## config.mk

```make
export PLATFORM = sky130hd
export DESIGN_NAME = debug_port_select_and_hold
export DESIGN_NICKNAME = d
export VERILOG_FILES = /design/src/dbg_select_pkg.sv /design/src/debug_port_select_and_hold.sv
export VERILOG_INCLUDE_DIRS = /design/src /design/src/src
export SDC_FILE = /design/constraint.sdc
export NUM_CORES = 1
export LEC_CHECK = 0
export ABC_AREA = 1
export BUFFER_PORTS_ARGS = -buffer_cell sky130_fd_sc_hd__buf_2
export CORE_MARGIN = 2
export CORE_UTILIZATION = 58
export DETAILED_ROUTE_END_ITERATION = 7
export PLACE_DENSITY = 0.9
export SLEW_MARGIN = 10
export SYNTH_ARGS = -nofsm -noshare
export SYNTH_HDL_FRONTEND = slang
export SYNTH_SLANG_ARGS = --single-unit
export TNS_END_PERCENT = 20
```

## constraint.sdc

```tcl
create_clock -name CLK_SYS -period 3.6 [get_ports CLK_SYS]
set_input_delay 0.72 -clock CLK_SYS [delete_from_list [all_inputs] [get_ports CLK_SYS]]
set_output_delay 0.72 -clock CLK_SYS [all_outputs]
set_load 0.005 [all_outputs]
```

## src/dbg_select_consts.svh

```systemverilog
// Constants for the debug port select and hold unit.
// Assumes inclusion by bare name from the package, the top module and the testbench.
`ifndef DBG_SELECT_CONSTS_SVH
`define DBG_SELECT_CONSTS_SVH
`define ADDR_ID_CODE        12'h000
`define ADDR_DEBUG_CONTROL  12'h004
`define DEBUG_CONTROL_RESET 32'h0000_0000
`define DEBUG_CONTROL_MASK  32'h7E1F_BF27
`define ID_CODE_VALUE       32'h1234_5678 // Arbitrary value
`define BSCAN_IDCODE        32'h0ABC_DEF1 // Arbitrary value, LSB one as the TAP wants
`define TO_SWD_CODE         16'hE79E
`define TO_JTAG_CODE        16'hE73C
`define HIGH_RUN_MIN        7'd50
`define ROM_BASE            32'hE00F_F000
`define ROM_LAST            32'hE00F_FFFF
`define BIT_SLP_KEEP        0
`define BIT_DSLP_KEEP       1
`define BIT_STB_KEEP        2
`define BIT_TRACE_EN        5
`define BIT_FWDG_FREEZE     8
`define BIT_WWDG_FREEZE     9
`define BIT_I2C0_FREEZE     15
`define BIT_I2C1_FREEZE     16
`define BSCAN_IR_BYPASS     5'h1F
`define BSCAN_IR_IDCODE     5'h01
`endif

```

## src/dbg_select_pkg.sv

```systemverilog
// Types for the debug port select and hold unit.
// Assumes the constants header is on the include path.
`include "dbg_select_consts.svh"
package dbg_select_pkg;
  typedef enum logic [1:0] {SEQ_IDLE, SEQ_LEAD, SEQ_CODE, SEQ_TAIL} seq_state_t;
  typedef enum logic [3:0] {
    TAP_RESET, TAP_IDLE, TAP_SEL_DR, TAP_CAP_DR, TAP_SH_DR, TAP_EX1_DR, TAP_PAUSE_DR,
    TAP_EX2_DR, TAP_UPD_DR, TAP_SEL_IR, TAP_CAP_IR, TAP_SH_IR, TAP_EX1_IR, TAP_PAUSE_IR,
    TAP_EX2_IR, TAP_UPD_IR
  } tap_state_t;
  typedef struct packed {
    logic [1:0] tck_sync;
    logic [1:0] tms_sync;
    logic [1:0] tdi_sync;
    logic [1:0] trst_sync;
    logic       tck_prev;
  } pin_sync_t;
  typedef struct packed {
    logic        swd_mode;
    seq_state_t  seq;
    logic [6:0]  high_cnt;
    logic [3:0]  bit_cnt;
    logic [15:0] shift;
    tap_state_t  tap;
    logic [4:0]  ir_shift;
    logic [4:0]  ir;
    logic [31:0] dr_shift;
    logic        tdo;
    logic        tdo_en;
  } port_state_t;
  typedef struct packed {
    logic        halt_pending;
    logic        halt_hold;
    logic [31:0] prdata;
  } sys_state_t;
  typedef struct packed {
    logic [31:0] debug_control_reg;
  } por_state_t;
  typedef struct packed {
    logic timer_freeze;
    logic i2c_freeze;
    logic wdg_gate;
  } hold_out_t;
endpackage

```

## src/debug_port_select_and_hold.sv

```systemverilog
// Debug port switch, boundary-scan TAP front, debug control register and hold controls.
// Assumes an APB master on CLK_SYS, probe pins asynchronous, POR_N from the power supervisor.
//
// The placing of the registers and the APB interface to the registers were decided locally.
`include "dbg_select_consts.svh"
module debug_port_select_and_hold (
  // Clock, enable and resets
  input  wire logic        CLK_SYS,
  input  wire logic        CE,
  input  wire logic        RESETN,
  input  wire logic        POR_N,
  // APB slave
  input  wire logic        PSEL,
  input  wire logic        PENABLE,
  input  wire logic        PWRITE,
  input  wire logic [11:0] PADDR,
  input  wire logic [31:0] PWDATA,
  output logic      [31:0] PRDATA,
  output logic             PREADY,
  output logic             PSLVERR,
  // Probe pins
  input  wire logic        TEST_CLOCK_PIN,
  input  wire logic        TEST_MODE_SELECT_PIN,
  input  wire logic        TEST_DATA_IN_PIN,
  input  wire logic        TEST_RESET_N_PIN,
  input  wire logic        TEST_RESET_USED,
  output logic             TEST_DATA_OUT_PIN,
  output logic             TEST_DATA_OUT_OE,
  input  wire logic        ASYNC_TRACE_DATA,
  // Core TAP chain and core halt
  input  wire logic        CORE_TAP_TDO,
  output logic             CORE_TAP_TDI,
  output logic             SWD_ACTIVE,
  output logic             JTAG_ACTIVE,
  output logic             SWDIO_IN,
  output logic             SWCLK_IN,
  output logic             TAP_RESET_N,
  input  wire logic        SYS_RESET_ACTIVE,
  input  wire logic        HALT_REQUEST,
  input  wire logic        CORE_HALTED,
  output logic             CORE_HALT_HOLD,
  // Pin release to general-purpose use
  output logic             RELEASE_TDI_PIN,
  output logic             RELEASE_TDO_PIN,
  output logic             RELEASE_TRST_PIN,
  // Power mode clocks
  input  wire logic        IN_SLEEP,
  input  wire logic        IN_DEEP_SLEEP,
  input  wire logic        IN_STANDBY,
  input  wire logic        STANDBY_EXIT,
  output logic             AHB_CLK_KEEP,
  output logic             SYS_CLK_FROM_RC,
  output logic             STANDBY_EXIT_RESET,
  // Hold outputs and ROM ID select
  output logic      [13:0] TIMER_FREEZE,
  output logic      [1:0]  SMBUS_TIMEOUT_FREEZE,
  output logic             WINDOW_WATCHDOG_GATE,
  output logic             FREE_WATCHDOG_GATE,
  output logic             ROM_ID_SELECT,
  input  wire logic [31:0] ROM_ADDR
);
  dbg_select_pkg::pin_sync_t   pin_q, pin_d;
  dbg_select_pkg::port_state_t port_q, port_d;
  dbg_select_pkg::sys_state_t  sys_q, sys_d;
  dbg_select_pkg::por_state_t  por_q, por_d;
  logic tck_rise;
  logic tck_fall;
  logic tms;
  logic trst_n;
  logic wr_en;
  logic rd_en;
  logic addr_ok;
  logic halted;

  // Synchronisers: first stage feeds only the second
  always_comb
  begin
    pin_d = pin_q;
    pin_d.tck_sync  = {pin_q.tck_sync[0], TEST_CLOCK_PIN};
    pin_d.tms_sync  = {pin_q.tms_sync[0], TEST_MODE_SELECT_PIN};
    pin_d.tdi_sync  = {pin_q.tdi_sync[0], TEST_DATA_IN_PIN};
    pin_d.trst_sync = {pin_q.trst_sync[0], TEST_RESET_N_PIN};
    pin_d.tck_prev  = pin_q.tck_sync[1];
  end

  always_ff @(posedge CLK_SYS or negedge POR_N)
  begin
    if (!POR_N)
      pin_q <= '0;
    else if (CE)
      pin_q <= pin_d;
  end

  // Each test clock phase must span more than one system clock or an edge is lost
  assign tck_rise = pin_q.tck_sync[1] & ~pin_q.tck_prev;
  assign tck_fall = ~pin_q.tck_sync[1] & pin_q.tck_prev;
  assign tms      = pin_q.tms_sync[1];
  // Unused test reset pin reads as one; a pulse shorter than one clock can be missed
  assign trst_n   = TEST_RESET_USED ? pin_q.trst_sync[1] : 1'b1;

  // Switch sequence detector and boundary-scan TAP, power-on reset domain only
  always_comb
  begin
    port_d = port_q;
    if (tck_rise)
    begin
      case (port_q.seq)
        dbg_select_pkg::SEQ_IDLE,
        dbg_select_pkg::SEQ_LEAD:
        begin
          if (tms)
          begin
            if (port_q.high_cnt != `HIGH_RUN_MIN)
              port_d.high_cnt = port_q.high_cnt + 7'd1;
            // The fiftieth high already completes the run, the probe may stop there
            port_d.seq = (port_q.high_cnt >= `HIGH_RUN_MIN - 7'd1) ?
                         dbg_select_pkg::SEQ_LEAD : dbg_select_pkg::SEQ_IDLE;
          end
          else if (port_q.seq == dbg_select_pkg::SEQ_LEAD)
          begin
            // First zero of the code ends the lead-in; code bits shift in LSB first
            port_d.seq      = dbg_select_pkg::SEQ_CODE;
            port_d.shift    = {1'b0, 15'h0000};
            port_d.bit_cnt  = 4'd1;
            port_d.high_cnt = 7'd0;
          end
          else
            port_d.high_cnt = 7'd0;
        end
        dbg_select_pkg::SEQ_CODE:
        begin
          port_d.shift   = {tms, port_q.shift[15:1]};
          port_d.bit_cnt = port_q.bit_cnt + 4'd1;
          if (port_q.bit_cnt == 4'd15)
          begin
            // Both codes begin with a zero, so the zero that ended the run is bit 0
            if ({tms, port_q.shift[15:1]} == `TO_SWD_CODE ||
                {tms, port_q.shift[15:1]} == `TO_JTAG_CODE)
              port_d.seq = dbg_select_pkg::SEQ_TAIL;
            else
              port_d.seq = dbg_select_pkg::SEQ_IDLE;
          end
        end
        dbg_select_pkg::SEQ_TAIL:
        begin
          if (!tms)
          begin
            port_d.seq      = dbg_select_pkg::SEQ_IDLE;
            port_d.high_cnt = 7'd0;
          end
          else if (port_q.high_cnt == `HIGH_RUN_MIN - 7'd1)
          begin
            if (port_q.shift == `TO_SWD_CODE)
              port_d.swd_mode = 1'b1;
            else if (port_q.shift == `TO_JTAG_CODE)
              port_d.swd_mode = 1'b0;
            port_d.seq      = dbg_select_pkg::SEQ_LEAD;
            port_d.high_cnt = `HIGH_RUN_MIN;
          end
          else
            port_d.high_cnt = port_q.high_cnt + 7'd1;
        end
        default:
          port_d.seq = dbg_select_pkg::SEQ_IDLE;
      endcase
    end

    // Boundary-scan TAP, active only in JTAG mode
    if (!trst_n)
    begin
      port_d.tap = dbg_select_pkg::TAP_RESET;
      port_d.ir  = `BSCAN_IR_IDCODE;
    end
    else if (tck_rise && !port_q.swd_mode)
    begin
      case (port_q.tap)
        dbg_select_pkg::TAP_RESET:
        begin
          port_d.ir  = `BSCAN_IR_IDCODE;
          port_d.tap = tms ? dbg_select_pkg::TAP_RESET : dbg_select_pkg::TAP_IDLE;
        end
        dbg_select_pkg::TAP_IDLE:
          port_d.tap = tms ? dbg_select_pkg::TAP_SEL_DR : dbg_select_pkg::TAP_IDLE;
        dbg_select_pkg::TAP_SEL_DR:
          port_d.tap = tms ? dbg_select_pkg::TAP_SEL_IR : dbg_select_pkg::TAP_CAP_DR;
        dbg_select_pkg::TAP_CAP_DR:
        begin
          port_d.dr_shift = (port_q.ir == `BSCAN_IR_IDCODE) ? `BSCAN_IDCODE : 32'h0000_0000;
          port_d.tap = tms ? dbg_select_pkg::TAP_EX1_DR : dbg_select_pkg::TAP_SH_DR;
        end
        dbg_select_pkg::TAP_SH_DR:
        begin
          // bypass is a single stage behind the core TAP
          if (port_q.ir == `BSCAN_IR_IDCODE)
            port_d.dr_shift = {CORE_TAP_TDO, port_q.dr_shift[31:1]};
          else
            port_d.dr_shift = {31'h0000_0000, CORE_TAP_TDO};
          port_d.tap = tms ? dbg_select_pkg::TAP_EX1_DR : dbg_select_pkg::TAP_SH_DR;
        end
        dbg_select_pkg::TAP_EX1_DR:
          port_d.tap = tms ? dbg_select_pkg::TAP_UPD_DR : dbg_select_pkg::TAP_PAUSE_DR;
        dbg_select_pkg::TAP_PAUSE_DR:
          port_d.tap = tms ? dbg_select_pkg::TAP_EX2_DR : dbg_select_pkg::TAP_PAUSE_DR;
        dbg_select_pkg::TAP_EX2_DR:
          port_d.tap = tms ? dbg_select_pkg::TAP_UPD_DR : dbg_select_pkg::TAP_SH_DR;
        dbg_select_pkg::TAP_UPD_DR:
          port_d.tap = tms ? dbg_select_pkg::TAP_SEL_DR : dbg_select_pkg::TAP_IDLE;
        dbg_select_pkg::TAP_UPD_IR:
        begin
          // Instruction changes only on update or in test logic reset, so a pause inside the shift is harmless
          port_d.ir  = port_q.ir_shift;
          port_d.tap = tms ? dbg_select_pkg::TAP_SEL_DR : dbg_select_pkg::TAP_IDLE;
        end
        dbg_select_pkg::TAP_SEL_IR:
          port_d.tap = tms ? dbg_select_pkg::TAP_RESET : dbg_select_pkg::TAP_CAP_IR;
        dbg_select_pkg::TAP_CAP_IR:
        begin
          port_d.ir_shift = 5'h01;
          port_d.tap = tms ? dbg_select_pkg::TAP_EX1_IR : dbg_select_pkg::TAP_SH_IR;
        end
        dbg_select_pkg::TAP_SH_IR:
        begin
          // boundary IR sits nearest the data out pin, so its 5 bits go in first
          port_d.ir_shift = {CORE_TAP_TDO, port_q.ir_shift[4:1]};
          port_d.tap = tms ? dbg_select_pkg::TAP_EX1_IR : dbg_select_pkg::TAP_SH_IR;
        end
        dbg_select_pkg::TAP_EX1_IR:
          port_d.tap = tms ? dbg_select_pkg::TAP_UPD_IR : dbg_select_pkg::TAP_PAUSE_IR;
        dbg_select_pkg::TAP_PAUSE_IR:
          port_d.tap = tms ? dbg_select_pkg::TAP_EX2_IR : dbg_select_pkg::TAP_PAUSE_IR;
        dbg_select_pkg::TAP_EX2_IR:
          port_d.tap = tms ? dbg_select_pkg::TAP_UPD_IR : dbg_select_pkg::TAP_SH_IR;
        default:
          port_d.tap = dbg_select_pkg::TAP_RESET;
      endcase
    end

    // Data out changes on the falling test clock edge
    if (tck_fall)
    begin
      port_d.tdo_en = (port_q.tap == dbg_select_pkg::TAP_SH_DR) ||
                      (port_q.tap == dbg_select_pkg::TAP_SH_IR);
      port_d.tdo    = (port_q.tap == dbg_select_pkg::TAP_SH_IR) ? port_q.ir_shift[0] :
                      port_q.dr_shift[0];
    end
  end

  // power-on reset only; JTAG after reset
  always_ff @(posedge CLK_SYS or negedge POR_N)
  begin
    if (!POR_N)
    begin
      port_q          <= '0;
      port_q.seq      <= dbg_select_pkg::SEQ_IDLE;
      port_q.tap      <= dbg_select_pkg::TAP_RESET;
      port_q.ir       <= `BSCAN_IR_IDCODE;
      port_q.swd_mode <= 1'b0;
    end
    else if (CE)
      port_q <= port_d;
  end

  // APB slave: zero wait states, error on unmapped or write to the ID word
  // Read data is latched in the setup cycle so it stands through the access cycle
  assign addr_ok = (PADDR == `ADDR_ID_CODE) || (PADDR == `ADDR_DEBUG_CONTROL);
  assign wr_en   = PSEL & PENABLE & PWRITE & (PADDR == `ADDR_DEBUG_CONTROL);
  assign rd_en   = PSEL & ~PENABLE & ~PWRITE;
  assign PREADY  = 1'b1;
  assign PSLVERR = PSEL & PENABLE & (~addr_ok | (PWRITE & (PADDR == `ADDR_ID_CODE)));

  always_comb
  begin
    por_d = por_q;
    if (wr_en)
      por_d.debug_control_reg = PWDATA & `DEBUG_CONTROL_MASK;
  end

  // power reset only, system reset leaves it
  always_ff @(posedge CLK_SYS or negedge POR_N)
  begin
    if (!POR_N)
      por_q.debug_control_reg <= `DEBUG_CONTROL_RESET;
    else if (CE)
      por_q <= por_d;
  end

  always_comb
  begin
    sys_d = sys_q;
    if (rd_en)
      sys_d.prdata = (PADDR == `ADDR_ID_CODE)       ? `ID_CODE_VALUE :
                     (PADDR == `ADDR_DEBUG_CONTROL) ? por_q.debug_control_reg  : 32'h0000_0000;
    // halt latched during system reset, held from the first cycle after
    // A dropped request ends it, so a later ordinary halt is not held
    if (SYS_RESET_ACTIVE)
      sys_d.halt_pending = HALT_REQUEST;
    else if (!HALT_REQUEST)
      sys_d.halt_pending = 1'b0;
    sys_d.halt_hold = sys_q.halt_pending & ~SYS_RESET_ACTIVE & HALT_REQUEST;
  end

  // RESETN is the system reset: it leaves debug state alone
  always_ff @(posedge CLK_SYS or negedge RESETN)
  begin
    if (!RESETN)
      sys_q <= '0;
    else if (CE)
      sys_q <= sys_d;
  end

  assign PRDATA         = sys_q.prdata;
  // The pending flag covers the first cycle after release, before halt_hold is registered
  assign CORE_HALT_HOLD = (HALT_REQUEST & (SYS_RESET_ACTIVE | sys_q.halt_pending)) |
                          sys_q.halt_hold;

  // Pin sharing and release
  assign SWD_ACTIVE       = port_q.swd_mode;
  assign JTAG_ACTIVE      = ~port_q.swd_mode;
  assign SWDIO_IN         = tms;
  assign SWCLK_IN         = pin_q.tck_sync[1];
  assign TAP_RESET_N      = trst_n;
  // Data in always feeds the core TAP first; the boundary stage follows it
  assign CORE_TAP_TDI     = pin_q.tdi_sync[1];
  assign RELEASE_TDI_PIN  = port_q.swd_mode;
  // Trace keeps the data out pin even in serial wire mode
  assign RELEASE_TDO_PIN  = port_q.swd_mode & ~por_q.debug_control_reg[`BIT_TRACE_EN];
  assign RELEASE_TRST_PIN = port_q.swd_mode | ~TEST_RESET_USED;
  assign TEST_DATA_OUT_PIN = por_q.debug_control_reg[`BIT_TRACE_EN] ? ASYNC_TRACE_DATA : port_q.tdo;
  assign TEST_DATA_OUT_OE  = por_q.debug_control_reg[`BIT_TRACE_EN] |
                             (~port_q.swd_mode & port_q.tdo_en);

  // Power mode clock keeps
  assign AHB_CLK_KEEP = (IN_SLEEP & por_q.debug_control_reg[`BIT_SLP_KEEP]) |
                        (IN_DEEP_SLEEP & por_q.debug_control_reg[`BIT_DSLP_KEEP]) |
                        (IN_STANDBY & por_q.debug_control_reg[`BIT_STB_KEEP]);
  assign SYS_CLK_FROM_RC = (IN_DEEP_SLEEP & por_q.debug_control_reg[`BIT_DSLP_KEEP]) |
                           (IN_STANDBY & por_q.debug_control_reg[`BIT_STB_KEEP]);
  assign STANDBY_EXIT_RESET = STANDBY_EXIT;

  // Hold controls while halted, and the ROM ID select decode
  assign halted = CORE_HALTED;
  assign TIMER_FREEZE = {14{halted}} & {por_q.debug_control_reg[30:25], por_q.debug_control_reg[20:17],
                                        por_q.debug_control_reg[13:10]};
  assign SMBUS_TIMEOUT_FREEZE = {2{halted}} &
                                {por_q.debug_control_reg[`BIT_I2C1_FREEZE],
                                 por_q.debug_control_reg[`BIT_I2C0_FREEZE]};
  assign WINDOW_WATCHDOG_GATE = halted & por_q.debug_control_reg[`BIT_WWDG_FREEZE];
  assign FREE_WATCHDOG_GATE   = halted & por_q.debug_control_reg[`BIT_FWDG_FREEZE];
  assign ROM_ID_SELECT = (ROM_ADDR >= `ROM_BASE) && (ROM_ADDR <= `ROM_LAST);
endmodule

```

### Word level (Yosys, flattened, before mapping)

Cells that the tools add are included.

| storage, ports and cells | value |
|---|---|
| flip-flop bits (word level) | 143 |
| latch bits | 0 |
| memory bits (writable) | 0 |
| output and inout port bits | 68 |
| memories | 0 |
| bits of input ports | 97 |
| logic and storage cells | 173 |
| ROM bits | 0 |

| operators by class | value |
|---|---|
| add/subtract/negate cells | 2 |
| mux-type cells | 44 |
| $mul | 0 |
| shifts and indexed selects | 0 |
| bitwise gates (word level) | 38 |
| equal/unequal tests | 36 |
| divide/modulo/power cells | 0 |
| $lt $le $gt $ge | 3 |
| reduce and logical (&&, ||, !) cells | 30 |

Operators with widths:

| operator | number |
|---|---|
| $eq 16x16->1 const B | 4 |
| $pmux 32 s2 | 1 |
| $mux 31 | 2 |
| $pmux 4 s12 | 1 |
| $mux 46 | 1 |
| $mux 20 | 2 |
| $pmux 20 s2 | 1 |
| $eq 4x4->1 const B | 9 |
| $ge 32x32->1 const B | 1 |
| $le 32x32->1 const B | 1 |
| $mux 32 | 1 |
| $mux 28 | 1 |
| $mux 4 | 5 |
| $pmux 5 s2 | 2 |
| $and 1x1->1 | 19 |
| $mux 9 | 2 |
| $eq 4x3->1 const B | 4 |
| $and 14x14->14 | 1 |
| $mux 2 | 7 |
| $mux 7 | 2 |
| $pmux 7 s2 | 1 |
| $eq 12x3->1 const B | 1 |
| $logic_not 12->1 | 1 |
| $reduce_and 4->1 | 3 |
| other kinds (33) | 80 |

### Depth between registers and ports, before layout

| logic depth | value |
|---|---|
| depth in word-level cells | 5 |
| gate-level depth with buffers | 11 |
| gate-level depth less buffers | 10 |

### Worst setup path before layout

Ideal clock, no wire load.

| timing path | value |
|---|---|
| path kind | input to output |
| from | input port PADDR[1] |
| to | output port PSLVERR |
| cell stages on the path | 4 |
| data required time | 2.880 ns |
| path buffers | 0 |
| slack | 1.392 ns |
| arrival | 1.488 ns |
| path through | nor4_4 nand2_2 nand3_1 a21oi_1 |

| on the way | value |
|---|---|
| word-level cells in the longest chain between the ends | 5 |
| elaborated cells on any way between the ends | 7 |
| those cells by class | eq/ne: 1; bitwise: 4; reduce/logical: 2 |

Ends and longest elaborated chain:

| item | line | source |
|---|---|---|
| start: declaration | debug_port_select_and_hold.sv:16 | `input wire logic [11:0] PADDR,` |
| $eq 12x3->1 (no source line) or $logic_not 12->1 (tied branches) | - |  |
| $logic_or 1x1->1 | debug_port_select_and_hold.sv:265 | `` assign addr_ok = (PADDR == `ADDR_ID_CODE) \|\| (PADDR == `ADDR_DEBUG_CONTROL); `` |
| $not 1->1 | debug_port_select_and_hold.sv:269 | `` assign PSLVERR = PSEL & PENABLE & (~addr_ok \| (PWRITE & (PADDR == `ADDR_ID_CODE))); `` |
| $or 1x1->1 * | debug_port_select_and_hold.sv:269 |  |
| $and 1x1->1 * | debug_port_select_and_hold.sv:269 |  |
| end: declaration | debug_port_select_and_hold.sv:20 | `output logic PSLVERR,` |

Every way passes the cells marked *; elsewhere a longest branch is shown, timed or not.

### Worst setup path in the final report

Ends and elaborated chain as after synthesis.

==> flow_summary.toml <==
[status]
outcome = "finished, final reports clean"

[worst_setup_path]
r2r_cells = 7
cp_cell_sequence = "buf_2 > nor4_4 > nand2_2 > nand3_1 > a21oi_1 > buf_2"
crit_type = "in2out"
cp-endpoint = "PSLVERR"
crit_start = "PADDR[1]"
crit_cells = 6
reg2reg_from = "port_q[45]"
crit_top_cell = "buf_2"
crit_path_end_kind = "primary output"
rrSetupSlack_ps = 1280
cpLargestDelayFamily = "simple AND/OR/NAND/NOR gates"
cpPeakStageDelay_ps = 630
r2r-end = "port_q[21]"
arrival_ps = 1910
cp_max_fo = 10
worstPathRequired_ps = 2880
cp-start-kind = "input port"
path_buf_inv = 2
critPathSlowestCell = "nor4_4"

[power_and_ir_drop]
switching_power_w = 0.00115
p_sw_share_pct = 27.4
combPwrFrac_pct = 14.5
power.density_mw_per_mm2 = 528
seqPwrFrac_pct = 42.5
power_leakage_nw = 4.35
power_frac_clock_pct = 43.0
peakVddDrop_v = 0.000491
p_int_w = 0.00303

[floorplan]
rows = 39
core-area_mm2 = 0.0115
start_util_pct = 59.6
fp.dieW_um = 113
dieArea_mm2 = 0.0127
die_h_um = 113
io_pins = 165

[final_layout]
fin_nets = 1047
fin_util_pct = 69.0
nFillCells = 837
area_growth_pct = 15.7
drive_gt1_share_pct = 22.9
n_antenna_cell = 0

[synthesis]
synth_area_leaders = "dfrtp_1 49%, nand2_1 14%, inv_1 5.3%"
syn_area_mm2 = 0.00683
yosysTopAreaCell = "dfrtp_1"
syn_inst = 844
yosysWarnings = 0
yosysUniqueCellTypes = 40
synth_top_cell_area_share_pct = 48.7
syn_area_per_cell_um2 = 8.10
ys_seq_elements = 134
synth_seq_area_share_pct = 49.1

[timing]
fmax_mhz = 380
fin_hold_ws_ps = 293
rsz0062_at_grt = "no"
fin_crit_sh_pct = 73.1
hold_violations = 0
skew_ps = 5.87
fin_setup_tns_ps = 0
finalCriticalPeriod_ps = 2630
setup_viol = 0
drv_slew = 0
finalWorstSetupSlack_ps = 967
slew_headroom_pct = 29.2
worstMarginPinSlew_ps = 1060

[global_routing]
antenna_found_initial = 0
met2_usage_pct = 44.8
met1_usage_pct = 32.3
grt_pass1_vias = 5676
gr-total-overflow = 0
grt_pass1_wl_mm = 26.4
grt_max_degree = 88
grt_use_total_pct = 26.6
grtUsageMet3_pct = 5.72
grt-busiest-layer = "met2"

[placed_design]
place_ws_ps = 958
gp_congestion = 0.887
io_buffers = 134
hpwl_mm = 10.8

[worst_hold_path]
hp-class = "in2async"

[clock_tree]
cts_tree = "built"
clock_latency_ps = 420
postCtsSetupBuffers = 0
cts_buffers = 17
hold_buffers = 0
htreeDepth = 4
cts_buffer_depth = 2
clkSinkCount = 134
cts-resized-gates = 0
clock-root-buffer = "clkbuf_16"
clkTransAtPathRegs_ps = 60

[routing]
via_count = 5963
routed_wirelength_mm = 16.6
drc = 0
drtPass1Iterations = 6
wire_per_inst_um = 15.1
ant_nets = 0
drt_first_iter_violations = 553
routed_via_density = 5.43

[run]
max_cap_viol_count = 0
-- how the worst min path moves through the flow --
stage                   from            to
finish                RESETN     PRDATA[8]
global route          RESETN     PRDATA[8]
CTS                   RESETN    PRDATA[15]
detailed placement  pin_d[6]      pin_d[6]
global placement    pin_d[6]      pin_d[6]
floorplan              POR_N  CORE_TAP_TDI
-- power groups by stage --
stage	registers (W)	clock network, W	logic, W
finish	0.00177	0.00180	0.000603
global route	0.00179	0.00188	0.000693
CTS	0.00177	0.00180	0.000603
detailed placement	0.00179	0	0.000589
global placement	0.00179	0	0.000567
floorplan	0.00176	0	0.000425
-- stage by stage --
stage,instance area [um2],power [W],instances
floorplan,6850,0.00219,848
global placement,7300,0.00236,1066
detailed placement,7300,0.00238,1066
CTS,7910,0.00418,1098
global route,7910,0.00436,1098
finish,7910,0.00418,1098
-- cell usage after synthesis (all sizes together) --
master  count
nand2     252
dfrtp     133
inv       103
o21ai      95
nor2       66
buf        55
nand3      42
o22ai      20
nand4      15
a21oi      13
clkbuf     10
ha          8
nor3        7
xor2        5
nand3b      4
a31oi       2
and3        2
conb        2
nor4        2
o211ai      2
dfstp       1
nor4b       1
o21a        1
o31ai       1
o32ai       1
xnor2       1
-- routing by layer --
metal  wire length [um]  vias up  part of all wire (%)
met5                  0        -                     0
li1                   -     2838                     -
met2               8490      284                    51
met3               1220       52                   7.3
met1               6390     2789                    38
met4                516        0                   3.1
-- kinds of logic (layout without fill, tap and decap cells) --
logic type | after synthesis | in the layout | synth area share (%)
adders and majority gates | 8 | 8 | 1.46
AOI/OAI and AO/OA | 135 | 135 | 11.8
buffers and inverters | 168 | 275 | 12.3
xor gates and xnor gates | 6 | 6 | 0.769
and+or+nand+nor | 391 | 391 | 24.5
DFF | 134 | 134 | 49.1
other | 2 | 6 | 0.110
-- flip-flops by register name (all words and copies together) (netlist names) --
signal,flops
PRDATA,23
por_q,22
SWDIO_IN,1
CORE_TAP_TDI,1
sys_q,2
port_q,77
SWCLK_IN,1
pin_d,4
RELEASE_TDI_PIN,1
pin_q,2
-- cell type report --
class	count	area [um2]	share of cell area, %
clock buffer	18	429	5.43
sequential	134	3350	42.4
multi-input combinational	546	2660	33.6
inverter	103	387	4.89
timing repair buffer	140	718	9.08
clock inverter	14	183	2.31
tap	143	179	2.26
-- cell usage in the layout, fill, tap and decap left out, types with 8 or more instances in the layout --
cell type / netlist / layout
clkbuf_16: 0 / 17
o21ai_2: 22 / 22
o22ai_1: 20 / 20
nand2_1: 246 / 246
ha_1: 8 / 8
o21ai_1: 30 / 30
buf_2: 7 / 133
nor2_1: 59 / 59
nand3_1: 41 / 40
inv_1: 96 / 96
o21ai_0: 43 / 43
a21oi_1: 12 / 12
nand4_1: 15 / 15
dfrtp_1: 133 / 133
No activity file was read; power rests on OpenSTA's default activity.
